File: src/logic/asm_consts.vh
`ifndef ASM_CONSTS_VH
`define ASM_CONSTS_VH
// Command opcodes
`define ASM_OP_SMART 8'hb0
`define ASM_OP_SETMULT 8'hc6
`define ASM_OP_SLEEP_A 8'he6
`define ASM_OP_SLEEP_B 8'h99
`define ASM_OP_STBY_A 8'he2
`define ASM_OP_STBY_B 8'h96
`define ASM_OP_WRMULT 8'hc5
`define ASM_OP_RDMULT 8'hc4
`define ASM_OP_SETFEAT 8'hef
// SMART subcommands and signature
`define ASM_SUB_READ 8'hd0
`define ASM_SUB_OFFLINE 8'hd4
`define ASM_SUB_ENABLE 8'hd8
`define ASM_SUB_DISABLE 8'hd9
`define ASM_SIG_HIGH 8'hc2
`define ASM_SIG_LOW 8'h4f
// Off-line collection codes
`define ASM_CODE_FIRST 8'hca
`define ASM_CODE_LAST 8'hd1
// Set-Features codes for software reset defaults
`define ASM_FEAT_POR_OFF 8'h66
`define ASM_FEAT_POR_ON 8'hcc
// Collection status values
`define ASM_ST_NEVER 8'h00
`define ASM_ST_DONE 8'h02
`define ASM_ST_SUSP 8'h04
`define ASM_ST_HABORT 8'h05
`define ASM_ST_DABORT 8'h06
// Data structure layout
`define ASM_STD_FIRST 9'h16a
`define ASM_STD_LAST 9'h181
`define ASM_SUM_BYTE 9'h1ff
`define ASM_LAST_IDX 9'h1ff
`define ASM_SEL_BYTE 9'h000
`define ASM_VAL_MSB 9'h001
`define ASM_VAL_LSB 9'h002
// Timing and block size limit
`define ASM_SLEEP_MS 15
`define ASM_CLK_KHZ 40000
`define ASM_COLLECT_CYC 16'h0010
`define ASM_COLLECT_END 16'h0001
`define ASM_MAX_BLOCK 8'h01
`endif

File: src/logic/asm_cmd.v
`timescale 1ns/1ps
`include "asm_consts.vh"
module asm_cmd
#(
  parameter SLEEP_CYC = `ASM_SLEEP_MS * `ASM_CLK_KHZ,
  parameter MAX_BLOCK = `ASM_MAX_BLOCK
)
(
  // Clock and resets
  input wire sys_clk,
  input wire reset_n,
  input wire soft_reset,
  // Task file, command strobe and statistic source
  input wire cmd_strobe,
  input wire [7:0] cmd_code,
  input wire [7:0] feature,
  input wire [7:0] sec_count,
  input wire [7:0] sec_num,
  input wire [7:0] cyl_low,
  input wire [7:0] cyl_high,
  input wire [15:0] stat_value,
  // Data read stream
  input wire data_ready,
  output wire data_valid,
  output reg [7:0] data_byte,
  // Status towards host
  output reg busy,
  output reg abort_err,
  output reg host_irq,
  output reg sleeping,
  output reg smart_on,
  output reg mult_on,
  output reg [7:0] mult_count,
  output reg [7:0] stat_sel,
  output reg [7:0] coll_status
);
  // ----------------------------------------------------------------
  // State machine
  // ----------------------------------------------------------------
  localparam S_IDLE = 5'b00001;
  localparam S_EXEC = 5'b00010;
  localparam S_COLLECT = 5'b00100;
  localparam S_STREAM = 5'b01000;
  localparam S_DONE = 5'b10000;
  // Last idle count before sleep, kept at the counter's own width
  localparam [31:0] SLEEP_LAST = SLEEP_CYC - 1;

  reg [4:0] state;
  // Task file latched at the command strobe
  reg [7:0] op;
  reg [7:0] sub;
  reg [7:0] arg_cnt;
  reg [7:0] arg_num;
  reg sig_ok;
  // Collection, stream and power bookkeeping
  reg [15:0] coll_cnt;
  reg [15:0] coll_data;
  reg coll_valid;
  reg por_on_soft;
  reg [8:0] idx;
  reg [31:0] idle_cnt;
  reg fail;
  reg [7:0] raw_byte;
  wire [7:0] check;

  function is_code;
    input [7:0] c;
    begin
      is_code = (c >= `ASM_CODE_FIRST) && (c <= `ASM_CODE_LAST);
    end
  endfunction

  function [7:0] layout;
    input [8:0] i;
    input [7:0] st;
    input [7:0] sel;
    input [15:0] d;
    begin
      // Byte 0 names the statistic, the next two carry it MSB first.
      // Every unused byte reads as zero, so it adds nothing to the sum
      // and the checksum depends only on the few live bytes.
      if (i == `ASM_SEL_BYTE)
        layout = sel;
      else if (i == `ASM_VAL_MSB)
        layout = d[15:8];
      else if (i == `ASM_VAL_LSB)
        layout = d[7:0];
      else if (i == `ASM_STD_FIRST)
        layout = st;
      else
        layout = 8'h00;
    end
  endfunction

  // ----------------------------------------------------------------
  // Stream handshake
  // ----------------------------------------------------------------
  // A byte moves only when the host takes it, so a slow host just
  // stretches the stream; the checksum byte itself is never summed.
  wire in_stream;
  wire take_byte;
  wire sum_byte;

  assign in_stream = (state == S_STREAM);
  assign take_byte = in_stream && data_ready;
  assign sum_byte = take_byte && (idx != `ASM_SUM_BYTE);

  // ----------------------------------------------------------------
  // Byte source and checksum
  // ----------------------------------------------------------------
  always @*
  begin
    raw_byte = layout(idx, coll_status, stat_sel, coll_data);
  end

  asm_sum u_sum
  (
    .sys_clk(sys_clk),
    .reset_n(reset_n),
    .clear(!in_stream),
    .add(sum_byte),
    .data(raw_byte),
    .check(check)
  );

  assign data_valid = in_stream;

  always @*
  begin
    if (idx == `ASM_SUM_BYTE)
      data_byte = check;
    else
      data_byte = raw_byte;
  end

  // ----------------------------------------------------------------
  // Command execution
  // ----------------------------------------------------------------
  always @(posedge sys_clk or negedge reset_n)
  begin
    if (!reset_n)
    begin
      state <= S_IDLE;
      op <= 8'h00;
      sub <= 8'h00;
      arg_cnt <= 8'h00;
      arg_num <= 8'h00;
      sig_ok <= 1'b0;
      busy <= 1'b0;
      abort_err <= 1'b0;
      host_irq <= 1'b0;
      sleeping <= 1'b0;
      smart_on <= 1'b0;
      mult_on <= 1'b0;
      mult_count <= 8'h00;
      stat_sel <= 8'h00;
      coll_status <= `ASM_ST_NEVER;
      coll_valid <= 1'b0;
      coll_data <= 16'h0000;
      coll_cnt <= 16'h0000;
      por_on_soft <= 1'b1;
      idx <= 9'h000;
      idle_cnt <= 32'h0000_0000;
      fail <= 1'b0;
    end
    else
    begin
      host_irq <= 1'b0;
      // Software reset wins over any command still in flight
      if (soft_reset)
      begin
        // Collected data never survives a reset; mode only if defaults on
        state <= S_IDLE;
        busy <= 1'b0;
        coll_valid <= 1'b0;
        coll_status <= `ASM_ST_NEVER;
        sleeping <= 1'b0;
        if (por_on_soft)
          mult_on <= 1'b0;
      end
      else
      begin
        case (state)
          S_IDLE:
          begin
            if (cmd_strobe)
            begin
              op <= cmd_code;
              sub <= feature;
              arg_cnt <= sec_count;
              arg_num <= sec_num;
              sig_ok <= (cyl_high == `ASM_SIG_HIGH) &&
                (cyl_low == `ASM_SIG_LOW);
              busy <= 1'b1;
              abort_err <= 1'b0;
              sleeping <= 1'b0;
              idle_cnt <= 32'h0000_0000;
              state <= S_EXEC;
            end
            else if (!sleeping)
            begin
              // Counts only while idle and awake, so a long collection
              // or stream never drops the drive asleep mid-command
              if (idle_cnt >= SLEEP_LAST)
                sleeping <= 1'b1;
              else
                idle_cnt <= idle_cnt + 32'h0000_0001;
            end
          end
          S_EXEC:
          begin
            // Every command not cut short by soft_reset leaves through S_DONE, so busy, error and
            // interrupt then change together for the host
            fail <= 1'b0;
            state <= S_DONE;
            case (op)
              `ASM_OP_SMART:
              begin
                if (!sig_ok)
                  fail <= 1'b1;
                else if (sub == `ASM_SUB_ENABLE)
                  smart_on <= 1'b1;
                else if (!smart_on)
                  fail <= 1'b1;
                else if (sub == `ASM_SUB_DISABLE)
                  smart_on <= 1'b0;
                else if (sub == `ASM_SUB_OFFLINE)
                begin
                  if (is_code(arg_num))
                  begin
                    stat_sel <= arg_num;
                    coll_cnt <= `ASM_COLLECT_CYC;
                    state <= S_COLLECT;
                  end
                  else
                  begin
                    fail <= 1'b1;
                    coll_status <= `ASM_ST_DABORT;
                  end
                end
                else if (sub == `ASM_SUB_READ)
                begin
                  if (coll_valid)
                  begin
                    idx <= 9'h000;
                    state <= S_STREAM;
                  end
                  else
                    fail <= 1'b1;
                end
                else
                  fail <= 1'b1;
              end
              `ASM_OP_SETMULT:
              begin
                if (arg_cnt == 8'h00)
                  mult_on <= 1'b0;
                else if (arg_cnt <= MAX_BLOCK)
                begin
                  mult_count <= arg_cnt;
                  mult_on <= 1'b1;
                end
                else
                begin
                  fail <= 1'b1;
                  mult_on <= 1'b0;
                end
              end
              `ASM_OP_SLEEP_A, `ASM_OP_SLEEP_B,
              `ASM_OP_STBY_A, `ASM_OP_STBY_B:
                sleeping <= 1'b1;
              `ASM_OP_WRMULT, `ASM_OP_RDMULT:
                if (!mult_on)
                  fail <= 1'b1;
              `ASM_OP_SETFEAT:
              begin
                if (sub == `ASM_FEAT_POR_OFF)
                  por_on_soft <= 1'b0;
                else if (sub == `ASM_FEAT_POR_ON)
                  por_on_soft <= 1'b1;
              end
              default:
                fail <= 1'b0;
            endcase
          end
          S_COLLECT:
          begin
            // Captive: busy stays up until the statistic is latched
            // The statistic is sampled once, in the last counted cycle
            if (coll_cnt == `ASM_COLLECT_END)
            begin
              coll_data <= stat_value;
              coll_valid <= 1'b1;
              coll_status <= `ASM_ST_DONE;
              state <= S_DONE;
            end
            coll_cnt <= coll_cnt - `ASM_COLLECT_END;
          end
          S_STREAM:
          begin
            if (take_byte)
            begin
              if (idx == `ASM_LAST_IDX)
                state <= S_DONE;
              else
                idx <= idx + 9'h001;
            end
          end
          S_DONE:
          begin
            busy <= 1'b0;
            abort_err <= fail;
            host_irq <= 1'b1;
            state <= S_IDLE;
          end
          default:
            state <= S_IDLE;
        endcase
      end
    end
  end
endmodule

File: src/logic/asm_sum.v
`timescale 1ns/1ps
`include "asm_consts.vh"
// Running byte sum that yields the two's-complement checksum byte
module asm_sum
(
  // Clock and reset
  input wire sys_clk,
  input wire reset_n,
  // Control
  input wire clear,
  input wire add,
  input wire [7:0] data,
  // Result
  output reg [7:0] check
);
  reg [7:0] acc;
  always @(posedge sys_clk or negedge reset_n)
  begin
    if (!reset_n)
      acc <= 8'h00;
    else if (clear)
      acc <= 8'h00;
    else if (add)
      acc <= acc + data;
  end
  always @*
  begin
    check = 8'h00 - acc;
  end
endmodule

File: config.mk
export PLATFORM = sky130hd
export DESIGN_NAME = asm_cmd
export DESIGN_NICKNAME = d
export VERILOG_FILES = /design/src/logic/asm_cmd.v /design/src/logic/asm_sum.v
export VERILOG_INCLUDE_DIRS = /design/src /design/src/logic
export SDC_FILE = /design/constraint.sdc
export NUM_CORES = 1
export LEC_CHECK = 0
export ABC_CLOCK_PERIOD_IN_PS = 6500
export BUFFER_PORTS_ARGS = -buffer_cell sky130_fd_sc_hd__buf_2
export CAP_MARGIN = 5
export CORE_UTILIZATION = 53
export CTS_CLUSTER_SIZE = 14
export DETAILED_ROUTE_END_ITERATION = 10
export GPL_TIMING_DRIVEN = 0
export PLACE_DENSITY = 0.84
export SYNTH_ARGS = -nofsm -noshare
export SYNTH_HDL_FRONTEND = slang
export SYNTH_HIERARCHICAL = 1
export SYNTH_SLANG_ARGS = --single-unit
File: constraint.sdc
create_clock -name sys_clk -period 6.5 [get_ports sys_clk]
set_clock_uncertainty 0.1 [all_clocks]
set_input_delay 1.3 -clock sys_clk [delete_from_list [all_inputs] [get_ports sys_clk]]
set_output_delay 1.3 -clock sys_clk [all_outputs]
set_load 0.05 [all_outputs]
==> results_dict.tcl, run 1 <==
set metrics [dict create \
    status "finished, final reports clean" \
    dpl-instance-area_sq_um 8463 \
    crit_arrival_ns 3.31 \
    start_kind "flip-flop" \
    pin_count 108 \
    hp-class "reg -> reg" \
    crit_path_max_incr_delay_ns 0.72 \
    fp.coreArea_sq_um 13990 \
    r2r_end "u_sum/acc[6]" \
    first_pass_iters 5 \
    ir_drop_uv 232.7 \
    dp_slack_ns 2.308 \
    setup_ws_ns 1.791 \
    die_w_um 122.4 \
    ant_nets 0 \
    max_slew_margin 0.3383 \
    row_count 43 \
    finalSetupViolations 0 \
    h-tree-depth 4 \
    io_buffers 100 \
    nets 1026 \
    period_share 0.7245 \
    finalCriticalPeriod_ns 4.709 \
    yosys_register_bits 146 \
    via_per_inst 5.716 \
    synth_top_area_frac 0.4689 \
    final_core_util 0.6537 \
    worst_pin_slew_ns 0.9835 \
    syn2layout_area_growth_pct 18.98 \
    synthCells 815 \
    drv_cap 0 \
    yosysSeqAreaShare 0.4757 \
    worstRegToRegCells 11 \
    path_cells "nor4_1 -> nor3b_1 -> a22oi_1 -> a21oi_1 -> mux2_2 -> buf_2" \
    most-common-layout-cells "nand2_1 (165), dfrtp_1 (144), buf_2 (101)" \
    drive_gt1_frac 0.2067 \
    grt_pass1_wl_um 30220 \
    ctsResizeCount 0 \
    start_util 0.5494 \
    design_area_sq_um 9144 \
    place.gp.congestion 0.8886 \
    placed_cells 1101 \
    drv_slew 0 \
    antenna_found_initial 1 \
    finalHoldViolCount 0 \
    clockRootBuffer "clkbuf_16" \
    synthFlopType "dfrtp_1" \
    drt_iter0_drc 460 \
    cpMaxStageDelayCell "nor3b_1" \
    yosysWarnings 6 \
    timing.fmax_ghz 0.2124 \
    layout_commonest_cell "nand2_1" \
    tns_ns 0 \
    crit_path_max_fanout 8 \
    cts_tree "done" \
    r2r_slack_ns 2.69 \
    leakage_uw 0.004499 \
    grt_start_max_net_pins 92 \
    layout.cells.non_filler 1134 \
    synth.distinct_cells 78 \
    place.detailed.hpwl_um 12800 \
    holdPathStages 1 \
    wl_um 18170 \
    fp.dieArea_sq_um 14990 \
    rsz0062_at_grt "false" \
    cp.required_ns 5.10 \
    clk_pin_slew_worst_paths_ns 0.06 \
    crit_type "reg -> out" \
    syn_area_per_cell_sq_um 9.429 \
    p_per_area_nw_per_um2 260.9 \
    cts_hold_buf 0 \
    timing.rr.start "idx[5]" \
    synth_edf_count 0 \
    grt.total_usage 0.2583 \
    async_flop_share 1.000 \
    cts_buffers 17 \
    numClockSinks 146 \
    synth_area_sq_um 7685 \
    grt.overflow.total 0 \
    detail_route.wl_per_cell_um 16.02 \
    synthTopCellsByArea "dfrtp_1 (47%), nand2_1 (8.1%), mux2_2 (4.1%)" \
    grt_pass1_vias 6181 \
    via_count 6482 \
    dieHeight_um 122.4 \
    clockBufferDepth 2 \
    min_to "mult_count[0]" \
    synth_area_leader_cell "dfrtp_1" \
    cts_setup_buffers 0 \
    hold_path_startpoint "mult_count[0]" \
    crit_path_end_kind "output port" \
    clkLatencyLatePin_ns 0.42 \
    route.detailed.drc 0 \
    nFillCells 1100 \
]
[state kept, by name, indices dropped and copies added (netlist names), 2 cells and up]
register and cells:
mult_count 8, state 5, sub 8, coll_cnt 16
coll_data 16, arg_num 8, idx 9, stat_sel 8
idle_cnt 32, op 8, u_sum/acc 8, arg_cnt 8
coll_status 2
[Yosys cell counts (all sizes together) (6+ instances only)]
cell	n
nand2	165
ha	16
a22oi	7
a21oi	26
nand4	9
mux2i	10
o21a	7
xnor2	11
or4	11
o21ai	40
o31ai	11
inv	15
clkbuf	28
or3	11
and3	8
nor3	17
nand3	20
dfrtp	144
and2	7
xor2	8
nor3b	6
buf	11
nor2b	22
nand2b	12
mux2	28
nor2	62
a31oi	10
nor4	14
[power by group]
group	internal [uW]	leakage, uW	switching [uW]
Combinational	88.7	0.00220	155
Sequential	971	0.00196	60.3
Clock	725	0.000330	386
Total	1780	0.00450	601
[worst max-delay path, delay by kind of cell (launching register included)]
kind	cells	cell delay [ns]
DFF	1	0.45
and+or+nand+nor	2	1.35
buffers and inverters	1	0.25
muxes	1	0.24
AOI/OAI and AO/OA	2	0.59
[final cells by class]
type	instances	area, sq um	share of cell area
clock inverter	11	197.7	0.02162
buffer	39	178.9	0.01957
inverter	16	60.06	0.006568
antenna	1	2.502	0.0002737
timing repair buffer	101	534.3	0.05843
clock buffer	21	480.5	0.05255
tap	180	225.2	0.02463
sequential	146	3656	0.3998
multi-input combinational	619	3809	0.4165
[routing by layer]
metal,up-vias,global-route usage,share of wire
met3,27,0.05483,0.049
met4,0,0.07241,0.018
met5,-,0,0
met1,3114,0.3593,0.47
li1,3139,-,-
met2,202,0.4080,0.46
[cells by family after synthesis]
kind of cell,share of synthesized area
flops,0.4757
simple gates,0.2638
fa+ha+maj,0.02866
buf+inv,0.03110
compound gates,0.1246
xor+xnor,0.02165
other cells,0.0004880
mux,0.05405
[stage by stage]
| step | total power, uW | hold WS, ns |
|---|---|---|
| after detailed placement | 1283 | 0.3481 |
| after global routing | 2478 | 0.3763 |
| after global placement | 1271 | 0.3502 |
| after floorplan | 1187 | 0.3368 |
| after CTS | 2393 | 0.3629 |
| final | 2386 | 0.3618 |
[how the worst max path moves through the flow]
stage            start           end  slack [ns]  cells after the start
6_report        idx[5]  data_byte[7]        1.79                      6
4_1_cts         idx[5]  data_byte[7]        1.83                      6
3_3_place_gp   reset_n    arg_cnt[2]        1.94                      1
2_1_floorplan   idx[5]  data_byte[1]        2.91                      6
5_1_grt         idx[5]  data_byte[7]        1.63                      6
3_5_place_dp    idx[5]  data_byte[7]        2.31                      6
Power figures use the tool's default switching activity.
==> inputs of run 2 (changes only) <==
Settings changed: ABC_CLOCK_PERIOD_IN_PS 6500 to 4250, CORE_UTILIZATION 53 to 52, PLACE_DENSITY 0.84 to 0.85.
Clock period 6.5 ns to 4.25 ns, I/O delays scaled along.
==> run 2 against run 1 <==
Compared with the run above:
- highest routed layer unchanged
- global-route usage down 0.50 points
- worst hold slack worse by 0.019 ns
- non-clock buffer count unchanged
- power up 46%
- count of clock-buffer cells in the layout up 2
- combinational power up 52%
- utilization down 2.6 points
- largest cell class unchanged
- critical path depth up 1
- wire length up 0.67%
- largest power group is now registers
==> results_dict.tcl, run 2 (synthesis gave the netlist of run 1 again) <==
set metrics [dict create \
    clockBufferDepth 2 \
    final_core_util 0.6275 \
    top_register "idle_cnt" \
    n_antenna_cell 0 \
    crit_arrival_ns 3.03 \
    layout.cells.non_filler 1137 \
    crit_path_end_kind "output port" \
    clkLatencyLatePin_ns 0.42 \
    leakage_uw 0.004464 \
    switching_power_uw 896.0 \
    ir_drop_uv 352.9 \
    nets 1026 \
    worst_pin_slew_ns 0.9977 \
    drt_iter0_drc 482 \
    critPathTopFamily "simple AND/OR/NAND/NOR gates" \
    crit_type "reg -> out" \
    timing.fmax_ghz 0.2513 \
    hp-class "in -> async" \
    crit_path_max_incr_delay_ns 0.49 \
    period_share 0.9362 \
    largest_registers "idle_cnt (32), coll_cnt (16), coll_data (16)" \
    wl_met1_um 8351 \
    tns_ns 0 \
    via_per_inst 5.749 \
    drv_cap 0 \
    routed.top_layer "met4" \
    finalCriticalPeriod_ns 3.979 \
    status "finished, final reports clean" \
    grt_pass1_vias 6116 \
    io_buffers 100 \
    p_per_area_nw_per_um2 383.5 \
    fp.coreArea_sq_um 14480 \
    timing.rr.start "idx[0]" \
    finalSetupViolations 0 \
    grt.total_usage 0.2533 \
    crit_cells 7 \
    grt_start_max_net_pins 75 \
    path_cells "nor4_2 -> and3_1 -> clkbuf_1 -> a22oi_1 -> a21oi_1 -> mux2_2 -> buf_2" \
    detail_route.wl_per_cell_um 16.09 \
    clockRootBuffer "clkbuf_16" \
    via_count 6537 \
    whs_ns 0.3431 \
    numClockSinks 146 \
    dr_wl_met3_um 1135 \
    pin_count 108 \
    largest_reg_flops 32 \
    cpMaxStageDelayCell "nor4_2" \
    wl_um 18290 \
    worstRegToRegCells 11 \
    layout_commonest_cell "nand2_1" \
    cts_tree "done" \
    crit_path_max_fanout 10 \
    r2r_end "idx[6]" \
    intPower_uw 2589 \
    rsz0062_at_grt "false" \
    drive_gt1_frac 0.2057 \
    cp.required_ns 3.30 \
    start_kind "flip-flop" \
    max_slew_margin 0.3334 \
    pwr-share-clk 0.441 \
    h-tree-depth 4 \
    seqPwrFrac 0.452 \
    drv_slew 0 \
    cts_hold_buf 0 \
    finalHoldViolCount 0 \
    antenna_found_initial 0 \
    clk_pin_slew_worst_paths_ns 0.06 \
    start_util 0.5308 \
    first_pass_iters 5 \
    dieHeight_um 123.6 \
    dr_wl_met2_um 8492 \
    fp.dieArea_sq_um 15270 \
    grt.overflow.total 0 \
    worst-path-buf-inv 2 \
    cts_setup_buffers 0 \
    most-common-layout-cells "nand2_1 (165), dfrtp_1 (144), buf_2 (101)" \
    p_comb_frac 0.107 \
    die_w_um 123.6 \
    route.detailed.drc 0 \
    place.detailed.hpwl_um 12810 \
    ant_nets 0 \
    r2r_slack_ns 0.61 \
    grt_pass1_wl_um 29510 \
    row_count 44 \
    syn2layout_area_growth_pct 18.24 \
    cts_buffers 17 \
    swShare 0.2571 \
    placed_cells 1105 \
    place.gp.congestion 0.8903 \
]
-- run 2: per-layer routing --
metal,track usage,up-vias
met5,0,-
met4,0.08283,0
met3,0.05904,28
met2,0.4082,258
met1,0.3372,3120
li1,-,3131
-- run 2: layout make-up --
type	count	area, sq um
fillers	1171	5393
well taps	184	230.2
flip-flops and latches	146	3656
clock inverters	9	128.9
multi-input cells	619	3820
clock buffers	23	478.0
repair buffers	101	534.3
plain buffers	39	178.9
inverters	16	60.06
-- run 2: through the flow --
step	power (uW)	area [sq um]	setup slack, ns
6_report	3485	9086	0.2712
5_1_grt	3632	9086	0.02222
4_1_cts	3504	9080	0.07568
3_5_place_dp	1963	8468	0.4413
3_3_place_gp	1945	8434	0.1334
2_1_floorplan	1816	7704	0.9456
-- run 2: how the worst max path moves through the flow --
| stage | from | endpoint | slack, ns |
|---|---|---|---|
| 4_1_cts | idx[6] | data_byte[7] | 0.08 |
| 3_3_place_gp | reset_n | mult_count[5] | 0.13 |
| 6_report | idx[5] | data_byte[7] | 0.27 |
| 5_1_grt | idx[5] | data_byte[7] | 0.02 |
| 3_5_place_dp | idx[6] | data_byte[7] | 0.44 |
| 2_1_floorplan | idx[5] | u_sum/acc[6] | 0.95 |
-- run 2: repair_timing --
action / CTS / global route
hold endpoints to repair: 0 / 0
gates resized for setup: 1 / 1
setup endpoints to repair: 2 / 5
pin swaps: 0 / 0
-- run 2: worst reg2reg max path: stages (launching register included) --
cell	delay, ns
dfrtp_1	0.43
ha_1	0.25
and3_1	0.23
nand2_1	0.08
nor2_1	0.04
ha_1	0.16
clkbuf_1	0.27
nor3b_1	0.88
o21ai_0	0.30
or2_2	0.33
clkbuf_1	0.17
o31ai_1	0.29
-- run 2: power by group through the flow --
stage                     sequential (uW)  combinational [uW]  clock [uW]
after global routing                 1590                 417        1630
after CTS                            1570                 373        1560
final                                1580                 372        1540
after global placement               1590                 353           0
after floorplan                      1580                 237           0
after detailed placement             1600                 368           0
